==> src/inc/pump_sequencer_map.svh <==
`ifndef PUMP_SEQUENCER_MAP_SVH
`define PUMP_SEQUENCER_MAP_SVH

// ****************************************
// Delay settings, in whole seconds
// ****************************************
`define DELAY_W 17
`define DELAY_MAX 17'h1869F
`define DELAY_DEFAULT 17'h00000

// ****************************************
// Encoded state numbers
// ****************************************
`define ST_NUM_UNUSED 3'h0
`define ST_NUM_READY 3'h1
`define ST_NUM_PRESTART 3'h2
`define ST_NUM_STARTING 3'h3
`define ST_NUM_RUNNING 3'h4
`define ST_NUM_STOPPING 3'h5
`define ST_NUM_DISABLED 3'h6
`define ST_NUM_FAILED 3'h7

// ****************************************
// Timing: one-second tick from the core clock
// ****************************************
`define ONE_SECOND_NS 1000000000
`define CLK_PERIOD_NS 40
`define TICK_W 25

// ****************************************
// Sampled input positions
// ****************************************
`define IN_W 5
`define IN_RUN 0
`define IN_STARTED 1
`define IN_FAULT 2
`define IN_RESET 3
`define IN_LOCKOUT 4

`endif

==> src/inc/pump_sequencer_pkg.sv <==
package pump_sequencer_pkg;

    // ****************************************
    // Sequencer states, one-hot
    // ****************************************
    typedef enum logic [6:0] {
        S_READY = 7'h01,
        S_PRESTART = 7'h02,
        S_STARTING = 7'h04,
        S_RUNNING = 7'h08,
        S_STOPPING = 7'h10,
        S_DISABLED = 7'h20,
        S_FAILED = 7'h40
    } state_t;

endpackage : pump_sequencer_pkg

==> src/design/input_sampler.sv <==
`include "pump_sequencer_map.svh"

// ****************************************
// Input sampler: current and previous samples
// ****************************************
module input_sampler #(
    parameter int W = `IN_W
) (
    // Clock and reset
    input wire logic clk,
    input wire logic rstn,
    // Raw inputs and samples
    input wire logic [W-1:0] d,
    output logic [W-1:0] cur,
    output logic [W-1:0] prev
);

    // Sample once per cycle, keep the previous sample for edges
    always_ff @(posedge clk or negedge rstn) begin
        if (!rstn) begin
            cur <= '0;
            prev <= '0;
        end else begin
            cur <= d;
            prev <= cur;
        end
    end

endmodule : input_sampler

==> src/design/delay_timer.sv <==
`include "pump_sequencer_map.svh"

// ****************************************
// Seconds down-counter, loaded on state entry
// ****************************************
module delay_timer (
    // Clock and reset
    input wire logic clk,
    input wire logic rstn,
    // One-second tick
    input wire logic tick,
    // Load strobe and delay in seconds
    input wire logic load,
    input wire logic [`DELAY_W-1:0] value,
    // Expired level
    output logic done
);

    logic [`DELAY_W-1:0] cnt; // Seconds left
    logic active; // Loaded since reset

    // Load clamps to the top of the range, tick counts down
    always_ff @(posedge clk or negedge rstn) begin
        if (!rstn) begin
            cnt <= `DELAY_DEFAULT;
            active <= 1'b0;
        end else if (load) begin
            cnt <= (value > `DELAY_MAX) ? `DELAY_MAX : value;
            active <= 1'b1;
        end else if (tick && cnt != `DELAY_DEFAULT) begin
            cnt <= cnt - 1'b1;
        end
    end

    assign done = active && (cnt == `DELAY_DEFAULT);

endmodule : delay_timer

==> src/design/pump_sequencer.sv <==
`include "pump_sequencer_map.svh"

// Overview of operation
// RULE_01: Starts in ready with drive off
// RULE_02: State number 0 unused through 7 failed
// RULE_03: Run request steers toward running or ready
// RULE_04: Pump raises started feedback once energised in starting
// RULE_05: Fault in starting/running/stopping means failed
// RULE_06: Fault in ready/disabled waits for prestart
// RULE_07: Lockout moves active states to disabled
// RULE_08: Lockout drops drive; release returns ready
// RULE_09: Drive high only running or stopping
// RULE_10: One indicator flag per state
// RULE_11: Prestart runs start delay, then starting
// RULE_12: Starting waits feedback; timeout means failed
// RULE_13: Run request drop begins stopping; prestart and starting return to ready instead
// RULE_14: Stopping: request resumes, expiry gives ready
// RULE_15: Failed watches manual reset rising edge
// RULE_16: Feedback timeout cleared only by reset
// RULE_17: Auto reset clears when fault falls
// RULE_18: Manual mode needs fault low plus edge
// RULE_19: Start delay 0 to 99999 seconds
// RULE_20: Stop delay 0 to 99999 seconds
// RULE_21: Feedback delay timeout fails, drive off
// RULE_22: Each feedback restarts feedback timer
// RULE_23: Inputs sampled per cycle, one-second tick
module pump_sequencer #(
    parameter int TICK_CYCLES = `ONE_SECOND_NS / `CLK_PERIOD_NS
) (
    // Clock and reset
    input wire logic CORE_CLK,
    input wire logic RSTN,
    // Control inputs
    input wire logic RUN_REQ,
    input wire logic DEVICE_STARTED_IN,
    input wire logic FAULT_IN,
    input wire logic RESET_IN,
    input wire logic LOCKOUT_IN,
    // Configuration
    input wire logic [`DELAY_W-1:0] START_DELAY,
    input wire logic [`DELAY_W-1:0] STOP_DELAY,
    input wire logic [`DELAY_W-1:0] FEEDBACK_DELAY,
    input wire logic AUTO_RESET,
    // Device drive
    output logic DRIVE,
    // State indicators
    output logic READY_FLAG,
    output logic PRESTART_STATE_FLAG,
    output logic STARTING_STATE_FLAG,
    output logic RUNNING_FLAG,
    output logic STOPPING_FLAG,
    output logic FAILED_FLAG,
    output logic DISABLED_FLAG,
    output logic [2:0] STATE_NUMBER_OUT
);

    // ****************************************
    // Declarations
    // ****************************************
    pump_sequencer_pkg::state_t state; // Current state
    pump_sequencer_pkg::state_t next_state; // Next state
    logic [`IN_W-1:0] in_cur; // This cycle's samples
    logic [`IN_W-1:0] in_prev; // Last cycle's samples
    logic run_s; // Sampled run request
    logic started_s; // Sampled feedback
    logic fault_s; // Sampled fault
    logic lock_s; // Sampled lockout
    logic reset_rise; // Manual reset edge
    logic [`TICK_W-1:0] tick_cnt; // Divider
    logic tick; // One-second pulse
    logic fb_cause; // Failure from feedback timeout
    logic next_fb_cause; // Next failure cause
    logic start_done; // Start delay expired
    logic stop_done; // Stop delay expired
    logic fb_done; // Feedback delay expired
    logic start_load; // Enter prestart
    logic stop_load; // Enter stopping
    logic fb_load; // Arm or restart feedback timer

    // ****************************************
    // Input sampling and edges
    // ****************************************
    input_sampler #(
        .W(`IN_W)
    ) u_sampler (
        .clk(CORE_CLK),
        .rstn(RSTN),
        .d({LOCKOUT_IN, RESET_IN, FAULT_IN, DEVICE_STARTED_IN, RUN_REQ}),
        .cur(in_cur),
        .prev(in_prev)
    ); // [RULE_23]

    assign run_s = in_cur[`IN_RUN];
    assign started_s = in_cur[`IN_STARTED]; // [RULE_04]
    assign fault_s = in_cur[`IN_FAULT];
    assign lock_s = in_cur[`IN_LOCKOUT];
    // Edge against last cycle's sample
    assign reset_rise = in_cur[`IN_RESET] && !in_prev[`IN_RESET]; // [RULE_15]

    // ****************************************
    // One-second tick
    // ****************************************
    // Free-running, so the first second after a load may be short
    always_ff @(posedge CORE_CLK or negedge RSTN) begin
        if (!RSTN) begin
            tick_cnt <= '0;
            tick <= 1'b0;
        end else if (tick_cnt == `TICK_W'(TICK_CYCLES - 1)) begin
            tick_cnt <= '0;
            tick <= 1'b1; // [RULE_23]
        end else begin
            tick_cnt <= tick_cnt + 1'b1;
            tick <= 1'b0;
        end
    end

    // ****************************************
    // Delay timers
    // ****************************************
    assign start_load = next_state == pump_sequencer_pkg::S_PRESTART
        && state != pump_sequencer_pkg::S_PRESTART;
    assign stop_load = next_state == pump_sequencer_pkg::S_STOPPING
        && state != pump_sequencer_pkg::S_STOPPING;
    // Armed on entry to starting or running, restarted by feedback
    assign fb_load = (next_state == pump_sequencer_pkg::S_STARTING
        && state != pump_sequencer_pkg::S_STARTING)
        || (next_state == pump_sequencer_pkg::S_RUNNING
        && (state != pump_sequencer_pkg::S_RUNNING || started_s)); // [RULE_22]

    delay_timer u_start_timer (
        .clk(CORE_CLK),
        .rstn(RSTN),
        .tick(tick),
        .load(start_load),
        .value(START_DELAY),
        .done(start_done)
    ); // [RULE_19]

    delay_timer u_stop_timer (
        .clk(CORE_CLK),
        .rstn(RSTN),
        .tick(tick),
        .load(stop_load),
        .value(STOP_DELAY),
        .done(stop_done)
    ); // [RULE_20]

    delay_timer u_fb_timer (
        .clk(CORE_CLK),
        .rstn(RSTN),
        .tick(tick),
        .load(fb_load),
        .value(FEEDBACK_DELAY),
        .done(fb_done)
    ); // [RULE_21]

    // ****************************************
    // Next-state logic
    // ****************************************
    // Outside failed: lockout first, then fault, then per-state events
    always_comb begin
        next_state = state;
        next_fb_cause = fb_cause;
        case (state)
            pump_sequencer_pkg::S_READY: begin
                // Fault ignored here
                if (lock_s) begin
                    next_state = pump_sequencer_pkg::S_DISABLED; // [RULE_07]
                end else if (run_s) begin // [RULE_03]
                    next_state = pump_sequencer_pkg::S_PRESTART; // [RULE_11]
                end
            end
            pump_sequencer_pkg::S_PRESTART: begin
                if (lock_s) begin
                    next_state = pump_sequencer_pkg::S_DISABLED; // [RULE_07]
                end else if (fault_s) begin
                    next_state = pump_sequencer_pkg::S_FAILED; // [RULE_06]
                    next_fb_cause = 1'b0;
                end else if (!run_s) begin
                    // Drive never came on
                    next_state = pump_sequencer_pkg::S_READY; // [RULE_13]
                end else if (start_done) begin
                    next_state = pump_sequencer_pkg::S_STARTING; // [RULE_11]
                end
            end
            pump_sequencer_pkg::S_STARTING: begin
                if (lock_s) begin
                    next_state = pump_sequencer_pkg::S_DISABLED; // [RULE_07]
                end else if (fault_s) begin
                    next_state = pump_sequencer_pkg::S_FAILED; // [RULE_05]
                    next_fb_cause = 1'b0;
                end else if (!run_s) begin
                    next_state = pump_sequencer_pkg::S_READY; // [RULE_13]
                end else if (started_s) begin
                    next_state = pump_sequencer_pkg::S_RUNNING; // [RULE_12]
                end else if (fb_done) begin
                    next_state = pump_sequencer_pkg::S_FAILED; // [RULE_12]
                    next_fb_cause = 1'b1;
                end
            end
            pump_sequencer_pkg::S_RUNNING: begin
                if (lock_s) begin
                    // Drive drops at once, no stop delay
                    next_state = pump_sequencer_pkg::S_DISABLED; // [RULE_08]
                end else if (fault_s) begin
                    next_state = pump_sequencer_pkg::S_FAILED; // [RULE_05]
                    next_fb_cause = 1'b0;
                end else if (!run_s) begin
                    next_state = pump_sequencer_pkg::S_STOPPING; // [RULE_13]
                end else if (!started_s && fb_done) begin
                    next_state = pump_sequencer_pkg::S_FAILED; // [RULE_21]
                    next_fb_cause = 1'b1;
                end
            end
            pump_sequencer_pkg::S_STOPPING: begin
                if (lock_s) begin
                    next_state = pump_sequencer_pkg::S_DISABLED; // [RULE_07]
                end else if (fault_s) begin
                    next_state = pump_sequencer_pkg::S_FAILED; // [RULE_05]
                    next_fb_cause = 1'b0;
                end else if (run_s) begin
                    next_state = pump_sequencer_pkg::S_RUNNING; // [RULE_14]
                end else if (stop_done) begin
                    next_state = pump_sequencer_pkg::S_READY; // [RULE_14]
                end
            end
            pump_sequencer_pkg::S_DISABLED: begin
                // Fault ignored here
                if (!lock_s) begin
                    next_state = pump_sequencer_pkg::S_READY; // [RULE_08]
                end
            end
            pump_sequencer_pkg::S_FAILED: begin
                if (fb_cause) begin
                    // Timeout: manual edge only
                    if (reset_rise) begin
                        next_state = pump_sequencer_pkg::S_READY; // [RULE_16]
                    end
                end else if (AUTO_RESET) begin
                    if (!fault_s) begin
                        next_state = pump_sequencer_pkg::S_READY; // [RULE_17]
                    end
                end else if (!fault_s && reset_rise) begin
                    next_state = pump_sequencer_pkg::S_READY; // [RULE_18]
                end
            end
            default: begin
                next_state = pump_sequencer_pkg::S_READY;
            end
        endcase
    end

    // ****************************************
    // State register and failure cause
    // ****************************************
    always_ff @(posedge CORE_CLK or negedge RSTN) begin
        if (!RSTN) begin
            state <= pump_sequencer_pkg::S_READY; // [RULE_01]
            fb_cause <= 1'b0;
        end else begin
            state <= next_state;
            fb_cause <= next_fb_cause;
        end
    end

    // ****************************************
    // Registered outputs, aligned with state
    // ****************************************
    always_ff @(posedge CORE_CLK or negedge RSTN) begin
        if (!RSTN) begin
            DRIVE <= 1'b0;
            READY_FLAG <= 1'b1;
            PRESTART_STATE_FLAG <= 1'b0;
            STARTING_STATE_FLAG <= 1'b0;
            RUNNING_FLAG <= 1'b0;
            STOPPING_FLAG <= 1'b0;
            FAILED_FLAG <= 1'b0;
            DISABLED_FLAG <= 1'b0;
            STATE_NUMBER_OUT <= `ST_NUM_READY;
        end else begin
            DRIVE <= next_state[3] || next_state[4]; // [RULE_09]
            READY_FLAG <= next_state[0]; // [RULE_10]
            PRESTART_STATE_FLAG <= next_state[1];
            STARTING_STATE_FLAG <= next_state[2];
            RUNNING_FLAG <= next_state[3];
            STOPPING_FLAG <= next_state[4];
            DISABLED_FLAG <= next_state[5];
            FAILED_FLAG <= next_state[6];
            case (next_state) // [RULE_02]
                pump_sequencer_pkg::S_READY:
                    STATE_NUMBER_OUT <= `ST_NUM_READY;
                pump_sequencer_pkg::S_PRESTART:
                    STATE_NUMBER_OUT <= `ST_NUM_PRESTART;
                pump_sequencer_pkg::S_STARTING:
                    STATE_NUMBER_OUT <= `ST_NUM_STARTING;
                pump_sequencer_pkg::S_RUNNING:
                    STATE_NUMBER_OUT <= `ST_NUM_RUNNING;
                pump_sequencer_pkg::S_STOPPING:
                    STATE_NUMBER_OUT <= `ST_NUM_STOPPING;
                pump_sequencer_pkg::S_DISABLED:
                    STATE_NUMBER_OUT <= `ST_NUM_DISABLED;
                pump_sequencer_pkg::S_FAILED:
                    STATE_NUMBER_OUT <= `ST_NUM_FAILED;
                default:
                    STATE_NUMBER_OUT <= `ST_NUM_UNUSED;
            endcase
        end
    end
endmodule : pump_sequencer

==> config.mk <==
export PLATFORM = sky130hd
export DESIGN_NAME = pump_sequencer
export DESIGN_NICKNAME = d
export VERILOG_FILES = /design/src/inc/pump_sequencer_pkg.sv /design/src/design/input_sampler.sv /design/src/design/delay_timer.sv /design/src/design/pump_sequencer.sv
export VERILOG_INCLUDE_DIRS = /design/src /design/src/inc
export SDC_FILE = /design/constraint.sdc
export NUM_CORES = 1
export LEC_CHECK = 0
export ABC_CLOCK_PERIOD_IN_PS = 3650
export BUFFER_PORTS_ARGS = -buffer_cell sky130_fd_sc_hd__buf_4
export CAP_MARGIN = 20
export CORE_MARGIN = 5
export CORE_UTILIZATION = 58
export CTS_CLUSTER_SIZE = 12
export DETAILED_ROUTE_END_ITERATION = 10
export PLACE_DENSITY = 0.9
export REMOVE_ABC_BUFFERS = 1
export SLEW_MARGIN = 25
export SYNTH_ARGS = -nofsm -noshare
export SYNTH_HDL_FRONTEND = slang
export SYNTH_SLANG_ARGS = --single-unit
==> constraint.sdc <==
create_clock -name CORE_CLK -period 3.65 [get_ports CORE_CLK]
set_input_delay 0.5475 -clock CORE_CLK [delete_from_list [all_inputs] [get_ports CORE_CLK]]
set_output_delay 0.5475 -clock CORE_CLK [all_outputs]
set_load 0.1 [all_outputs]
# Yosys cells after proc, flatten, opt, wreduce, memory -nomap -nowiden
# Index checks and enable logic that the tools add are counted.
[totals] regBits=108 in_bits=59
[classes] add_sub_neg=4 n_lt_le_gt_ge=3 eq_ne=28 mux=50 n_reduce_logical=31
[op_table] cell="$mux 7" count=25
[op_table] cell="$mux 17" count=9
[op_table] cell="$gt 17x17->1 const B" count=3
[op_table] cell="$logic_not 17->1" count=3
[op_table] cell="$reduce_bool 17->1" count=3
[op_table] cell="$sub 17x1->17 const B" count=3
[op_table] cell="$pmux 7 s7" count=1
[op_table] cell="$add 25x1->25 const B" count=1
[op_table] cell="$eq 25x25->1 const B" count=1
[op_table] cell="$mux 25" count=1
[op_table] cell="$pmux 3 s7" count=1
[op_table] cell="$eq 7x1->1 const B" count=2
[op_table] cell="$eq 7x2->1 const B" count=2
[op_table] cell="$eq 7x3->1 const B" count=2
[op_table] cell="$eq 7x4->1 const B" count=2
[op_table] cell="$eq 7x5->1 const B" count=2
[op_table] cell="$eq 7x6->1 const B" count=2
[op_table] cell="$eq 7x7->1 const B" count=2
[op_table] cell="$logic_and 1x1->1" count=13
[op_table] cell="$mux 1" count=12
[op_table] cell="$reduce_and 10->1" count=1
[op_table] cell="$ne 3x2->1 const B" count=3
[op_table] cell="$ne 7x2->1 const B" count=1
[op_table] cell="$ne 7x3->1 const B" count=1
[op_table] cell="11 further kinds" count=20

# Depth between registers and ports, before layout
[logic_depth] depth_word=12 mapped_depth=10 ltp_nobuf=9

# Cells and area by module
# From an unflattened synthesis, not the netlist that was laid out.
[unflattened] hier_cells=687 hier_area_um2=6145.9
[by_module_without_submodules] mod="delay_timer" n_inst=3 cells_each=148 area_per_inst_um2=1256.2 seq_area_each_um2=450.4
[by_module_without_submodules] mod="pump_sequencer" n_inst=1 cells_each=233 area_per_inst_um2=2127.0 seq_area_each_um2=953.4
[by_module_without_submodules] mod="input_sampler" n_inst=1 cells_each=10 area_per_inst_um2=250.2 seq_area_each_um2=250.2

# Worst setup path before layout
# Ideal clock, no wire load.
[synth_timing] path_type="flip-flop to flip-flop" start="register state[2]" end="register u_fb_timer.cnt[10]" setup_time_ns=0.124 arrival_time_ns=2.731 required_time_ns=3.526 path_slack_ns=0.795 path_stages_with_launch=9 synth_period_minus_slack_ns=2.855 cell_sequence="dfrtp_1 clkbuf_1 nor4b_1 and2_1 a221o_1 o21ai_0 clkbuf_1 nor2_1 a211o_1"
[synth_via] elab_chain_len=10 elab_cells_between_ends=43 cone_classes="11 x eq/ne; 27 x mux; 5 x reduce/logical"
[synth_rtl] element="start, declared" line="pump_sequencer.sv:60" rtl="pump_sequencer_pkg::state_t state;"
[synth_rtl] element="start signal, assigned" line="pump_sequencer.sv:258" rtl="state <= pump_sequencer_pkg::S_READY;"
[synth_rtl] element="start signal, assigned" line="pump_sequencer.sv:261" rtl="state <= next_state;"
[synth_rtl] element="$mux 7" line="pump_sequencer.sv:196" rtl="end else if (fb_done) begin"
[synth_rtl] element="$mux 7" line="pump_sequencer.sv:194" rtl="end else if (started_s) begin"
[synth_rtl] element="$mux 7" line="pump_sequencer.sv:192" rtl="end else if (!run_s) begin"
[synth_rtl] element="$mux 7" line="pump_sequencer.sv:189" rtl="end else if (fault_s) begin"
[synth_rtl] element="$mux 7" line="pump_sequencer.sv:187" rtl="if (lock_s) begin"
[synth_rtl] element="$pmux 7 s7" line="pump_sequencer.sv:164" rtl="case (state)"
[synth_rtl] element="$eq 7x3->1 or $eq 7x4->1 (tied branches)" line="pump_sequencer.sv:125, pump_sequencer.sv:127"
[synth_rtl] element="$logic_and 1x1->1 (on tied branches)" line="pump_sequencer.sv:126, pump_sequencer.sv:128"
[synth_rtl] element="$logic_or 1x1->1 *" line="pump_sequencer.sv:127" rtl="|| (next_state == pump_sequencer_pkg::S_RUNNING"
[synth_rtl] element="$mux 17 or $reduce_bool 2->1 (tied branches)"
[synth_rtl] element="end signal, assigned" line="delay_timer.sv:25" rtl="cnt <= `DELAY_DEFAULT;"
[synth_rtl] element="end signal, assigned" line="delay_timer.sv:28" rtl="cnt <= (value > `DELAY_MAX) ? `DELAY_MAX : value;"
[synth_rtl] element="end signal, assigned" line="delay_timer.sv:31" rtl="cnt <= cnt - 1'b1;"
[synth_rtl] element="end, declared" line="delay_timer.sv:19" rtl="logic [`DELAY_W-1:0] cnt;"
# Every way passes the cells marked *; elsewhere a longest branch is shown, timed or not.
# A chain may end at the register's enable or synchronous reset.

# Worst setup path in the final report
[layout_timing] start="register u_start_timer.cnt[10]" end="register u_fb_timer.cnt[5]"
[layout_via] elab_chain_len=11 elab_cells_between_ends=14 cone_classes="2 x eq/ne; 6 x mux; 6 x reduce/logical"
[layout_rtl] element="start, declared" line="delay_timer.sv:19"
[layout_rtl] element="start signal, assigned" line="delay_timer.sv:25"
[layout_rtl] element="start signal, assigned" line="delay_timer.sv:28"
[layout_rtl] element="start signal, assigned" line="delay_timer.sv:31"
[layout_rtl] element="$logic_not 17->1 (no line) *"
[layout_rtl] element="$logic_and 1x1->1 *" line="delay_timer.sv:35" rtl="assign done = active && (cnt == `DELAY_DEFAULT);"
[layout_rtl] element="$mux 7 *" line="pump_sequencer.sv:182" rtl="end else if (start_done) begin"
[layout_rtl] element="$mux 7 *" line="pump_sequencer.sv:179" rtl="end else if (!run_s) begin"
[layout_rtl] element="$mux 7 *" line="pump_sequencer.sv:176" rtl="end else if (fault_s) begin"
[layout_rtl] element="$mux 7 *" line="pump_sequencer.sv:174" rtl="if (lock_s) begin"
[layout_rtl] element="$pmux 7 s7 *" line="pump_sequencer.sv:164"
[layout_rtl] element="$eq 7x3->1 or $eq 7x4->1 (tied branches)" line="pump_sequencer.sv:125, pump_sequencer.sv:127"
[layout_rtl] element="$logic_and 1x1->1 (on tied branches)" line="pump_sequencer.sv:126, pump_sequencer.sv:128"
[layout_rtl] element="$logic_or 1x1->1 *" line="pump_sequencer.sv:127"
[layout_rtl] element="$mux 17 or $reduce_bool 2->1 (tied branches)"
# Marks and branches as above.

==> flow_metrics.tcl <==
set metrics [dict create \
    start_kind "register" \
    fillers 722 \
    drt-initial-drc-count 237 \
    finalWirelength_um 13000 \
    slew_violations 0 \
    die_area_um2 11500 \
    p_leak_nw 2.62 \
    cp-end-kind "register" \
    htreeDepth 3 \
    io_pins 70 \
    whs_ns 0.0653 \
    clock_skew_ns 0.0131 \
    core_area_um2 9240 \
    grt_max_degree 40 \
    critPathKind "register to register" \
    post-dp-hpwl_um 9580 \
    vias_per_cell 6.01 \
    dr.pass1.iters 5 \
    layout-drive-gt1-share_pct 17.3 \
    ant_nets 0 \
    clkLatencyLatePin_ns 0.38 \
    crit_family "simple AND/OR/NAND/NOR gates" \
    die_height_um 107 \
    cts_setup_buffers 0 \
    timing.fmax_ghz 0.321 \
    clockBufferDepth 2 \
    synth_edf_count 0 \
    setup_viol 0 \
    rsz0062_at_grt "false" \
    utilization_pct 68.8 \
    cp.arrival_ns 3.34 \
    rows 35 \
    ys_dominant_reg_cell "dfrtp_1" \
    dieWidth_um 107 \
    ys_ff_latch 98 \
    route.detailed.drc 0 \
    vias 4777 \
    path_cells "or4_1 -> nor4_1 -> and4_1 -> o21ai_1 -> buf_4 -> o311ai_0 -> o311ai_1" \
    cts_tree "yes" \
    start_util_pct 59.3 \
    min_path_type "input port to async pin" \
    postSynthCellCount 592 \
    num_antenna_cells 0 \
    path_clk_slew_ns 0.10 \
    nNetsFinal 727 \
    cp_max_fo 12 \
    slowest_stage "nor4_1" \
    worst_pin_slew_ns 0.912 \
    cap_violations 0 \
    async_flop_share_pct 100 \
    wl_per_cell_um 16.4 \
    grt_pass1_wl_um 21500 \
    rr_worst_depth 7 \
    vdd_drop_max_mv 0.363 \
    crit_buf_inv 1 \
    finalCritPeriodShare_pct 85.5 \
    period_needed_ns 3.12 \
    grt_overflow_total 0 \
    path_depth 7 \
    slew-limit-headroom_pct 38.6 \
    place_congestion 0.891 \
    numCtsBuffers 9 \
    clock_sinks 98 \
    layout_commonest_cell "dfrtp_1" \
    area_growth_pct 16.0 \
    tns_ns 0 \
    yosys.cell_types.count 61 \
    synth.avg_cell_area_um2 9.26 \
    critPathMaxStageDelay_ns 0.70 \
    antenna_found_initial 0 \
    layout_common_cells "dfrtp_1, buf_4, nor2_1" \
    postPlaceCellArea_um2 6150 \
    ys_seq_area_share_pct 44.8 \
    yosysWarnings 0 \
    power.density_nw_per_um2 448 \
    cts-root-buf "clkbuf_8" \
    hold_buffers 0 \
    place.port_buffers 69 \
    status "completed" \
    cp_data_required_time_ns 3.87 \
    synth_area_um2 5480 \
    grt_pass1_vias 4685 \
    grt.total_usage_pct 23.2 \
    stdcell_area_um2 6360 \
    finalHoldViolations 0 \
    cts-resized-gates 0 \
]
report_power, final:
group / internal, mW / total, mW / switching (mW)
Sequential: 1.22 / 1.36 / 0.134
Combinational: 0.267 / 0.755 / 0.488
Clock: 0.340 / 0.736 / 0.396
Total: 1.83 / 2.85 / 1.02
synth_stat cells (15+ instances only):
cell type	n	share of area [%]
a21oi_1	19	1.7
clkbuf_1	17	1.2
dfrtp_1	96	44
inv_1	24	1.6
nand2_1	27	1.8
nand2b_1	15	1.7
nand3_1	37	3.4
nor2_1	73	5.0
nor3_1	21	1.9
nor4_1	25	2.9
o21ai_0	21	1.9
xnor2_1	33	5.3
xor2_1	26	4.2
worst register-to-register path, stage by stage (launching register included):
cell	delay, ns
dfrtp_1	0.44
or4_1	0.61
nor4_1	0.70
and4_1	0.36
o21ai_1	0.28
buf_4	0.29
o311ai_0	0.14
o311ai_1	0.16
per-stage QoR:
stage | power (mW) | cells | setup slack, ns
2_1_floorplan | 1.88 | 572 | 0.174
3_3_place_gp | 2.09 | 779 | 0.777
3_5_place_dp | 2.12 | 779 | 0.616
4_1_cts | 2.86 | 795 | 0.563
5_1_grt | 2.98 | 795 | 0.337
6_report | 2.85 | 795 | 0.531
state kept, by name, summed over array words and instances, names as in the netlist:
signal                cells
tick_cnt                 25
u_fb_timer.cnt           17
u_start_timer.cnt        17
u_stop_timer.cnt         17
state                     6
u_sampler.cur             5
STATE_NUMBER_OUT          3
DRIVE                     1
FAILED_FLAG               1
fb_cause                  1
tick                      1
u_fb_timer.active         1
u_sampler.prev            1
u_start_timer.active      1
u_stop_timer.active       1
kinds of logic after synthesis:
kind of cell | share of synthesized area (%)
buffers and inverters | 3.08
adder cells (fa/ha/maj) | 1.60
AO/OA/AOI/OAI | 14.2
XOR/XNOR | 9.43
flip-flops | 44.8
AND/OR/NAND/NOR | 26.7
multiplexers | 0.183
layer usage:
layer	wire (µm)	up-vias	global-route usage, %
li1	-	2296	-
met2	6660	149	39.6
met5	0	-	0
met1	5360	2312	29.3
met4	193	0	6.85
met3	822	20	5.48
path summary, 6_finish.rpt:
check / from / to / slack [ns]
worst max-delay path: u_start_timer.cnt[10] / u_fb_timer.cnt[5] / 0.53
worst min-delay path: RSTN / u_start_timer.cnt[9] / 0.07
worst max register to register: u_start_timer.cnt[10] / u_fb_timer.cnt[5] / 0.53
worst min register to register: u_sampler.cur[3] / u_sampler.prev[3] / 0.40
max in group asynchronous: RSTN / u_fb_timer.cnt[8] / 2.76
min in group CORE_CLK: RESET_IN / u_sampler.cur[3] / 0.28
layout make-up:
class	instances	area, µm²	area share [%]
clock buffer	11	141	2.22
clock inverter	5	60.1	0.945
inverter	24	90.1	1.42
multi-input combinational	450	2860	45.0
sequential	98	2450	38.6
tap	129	161	2.54
timing repair buffer	78	586	9.21
Power figures use the tool's default switching activity.
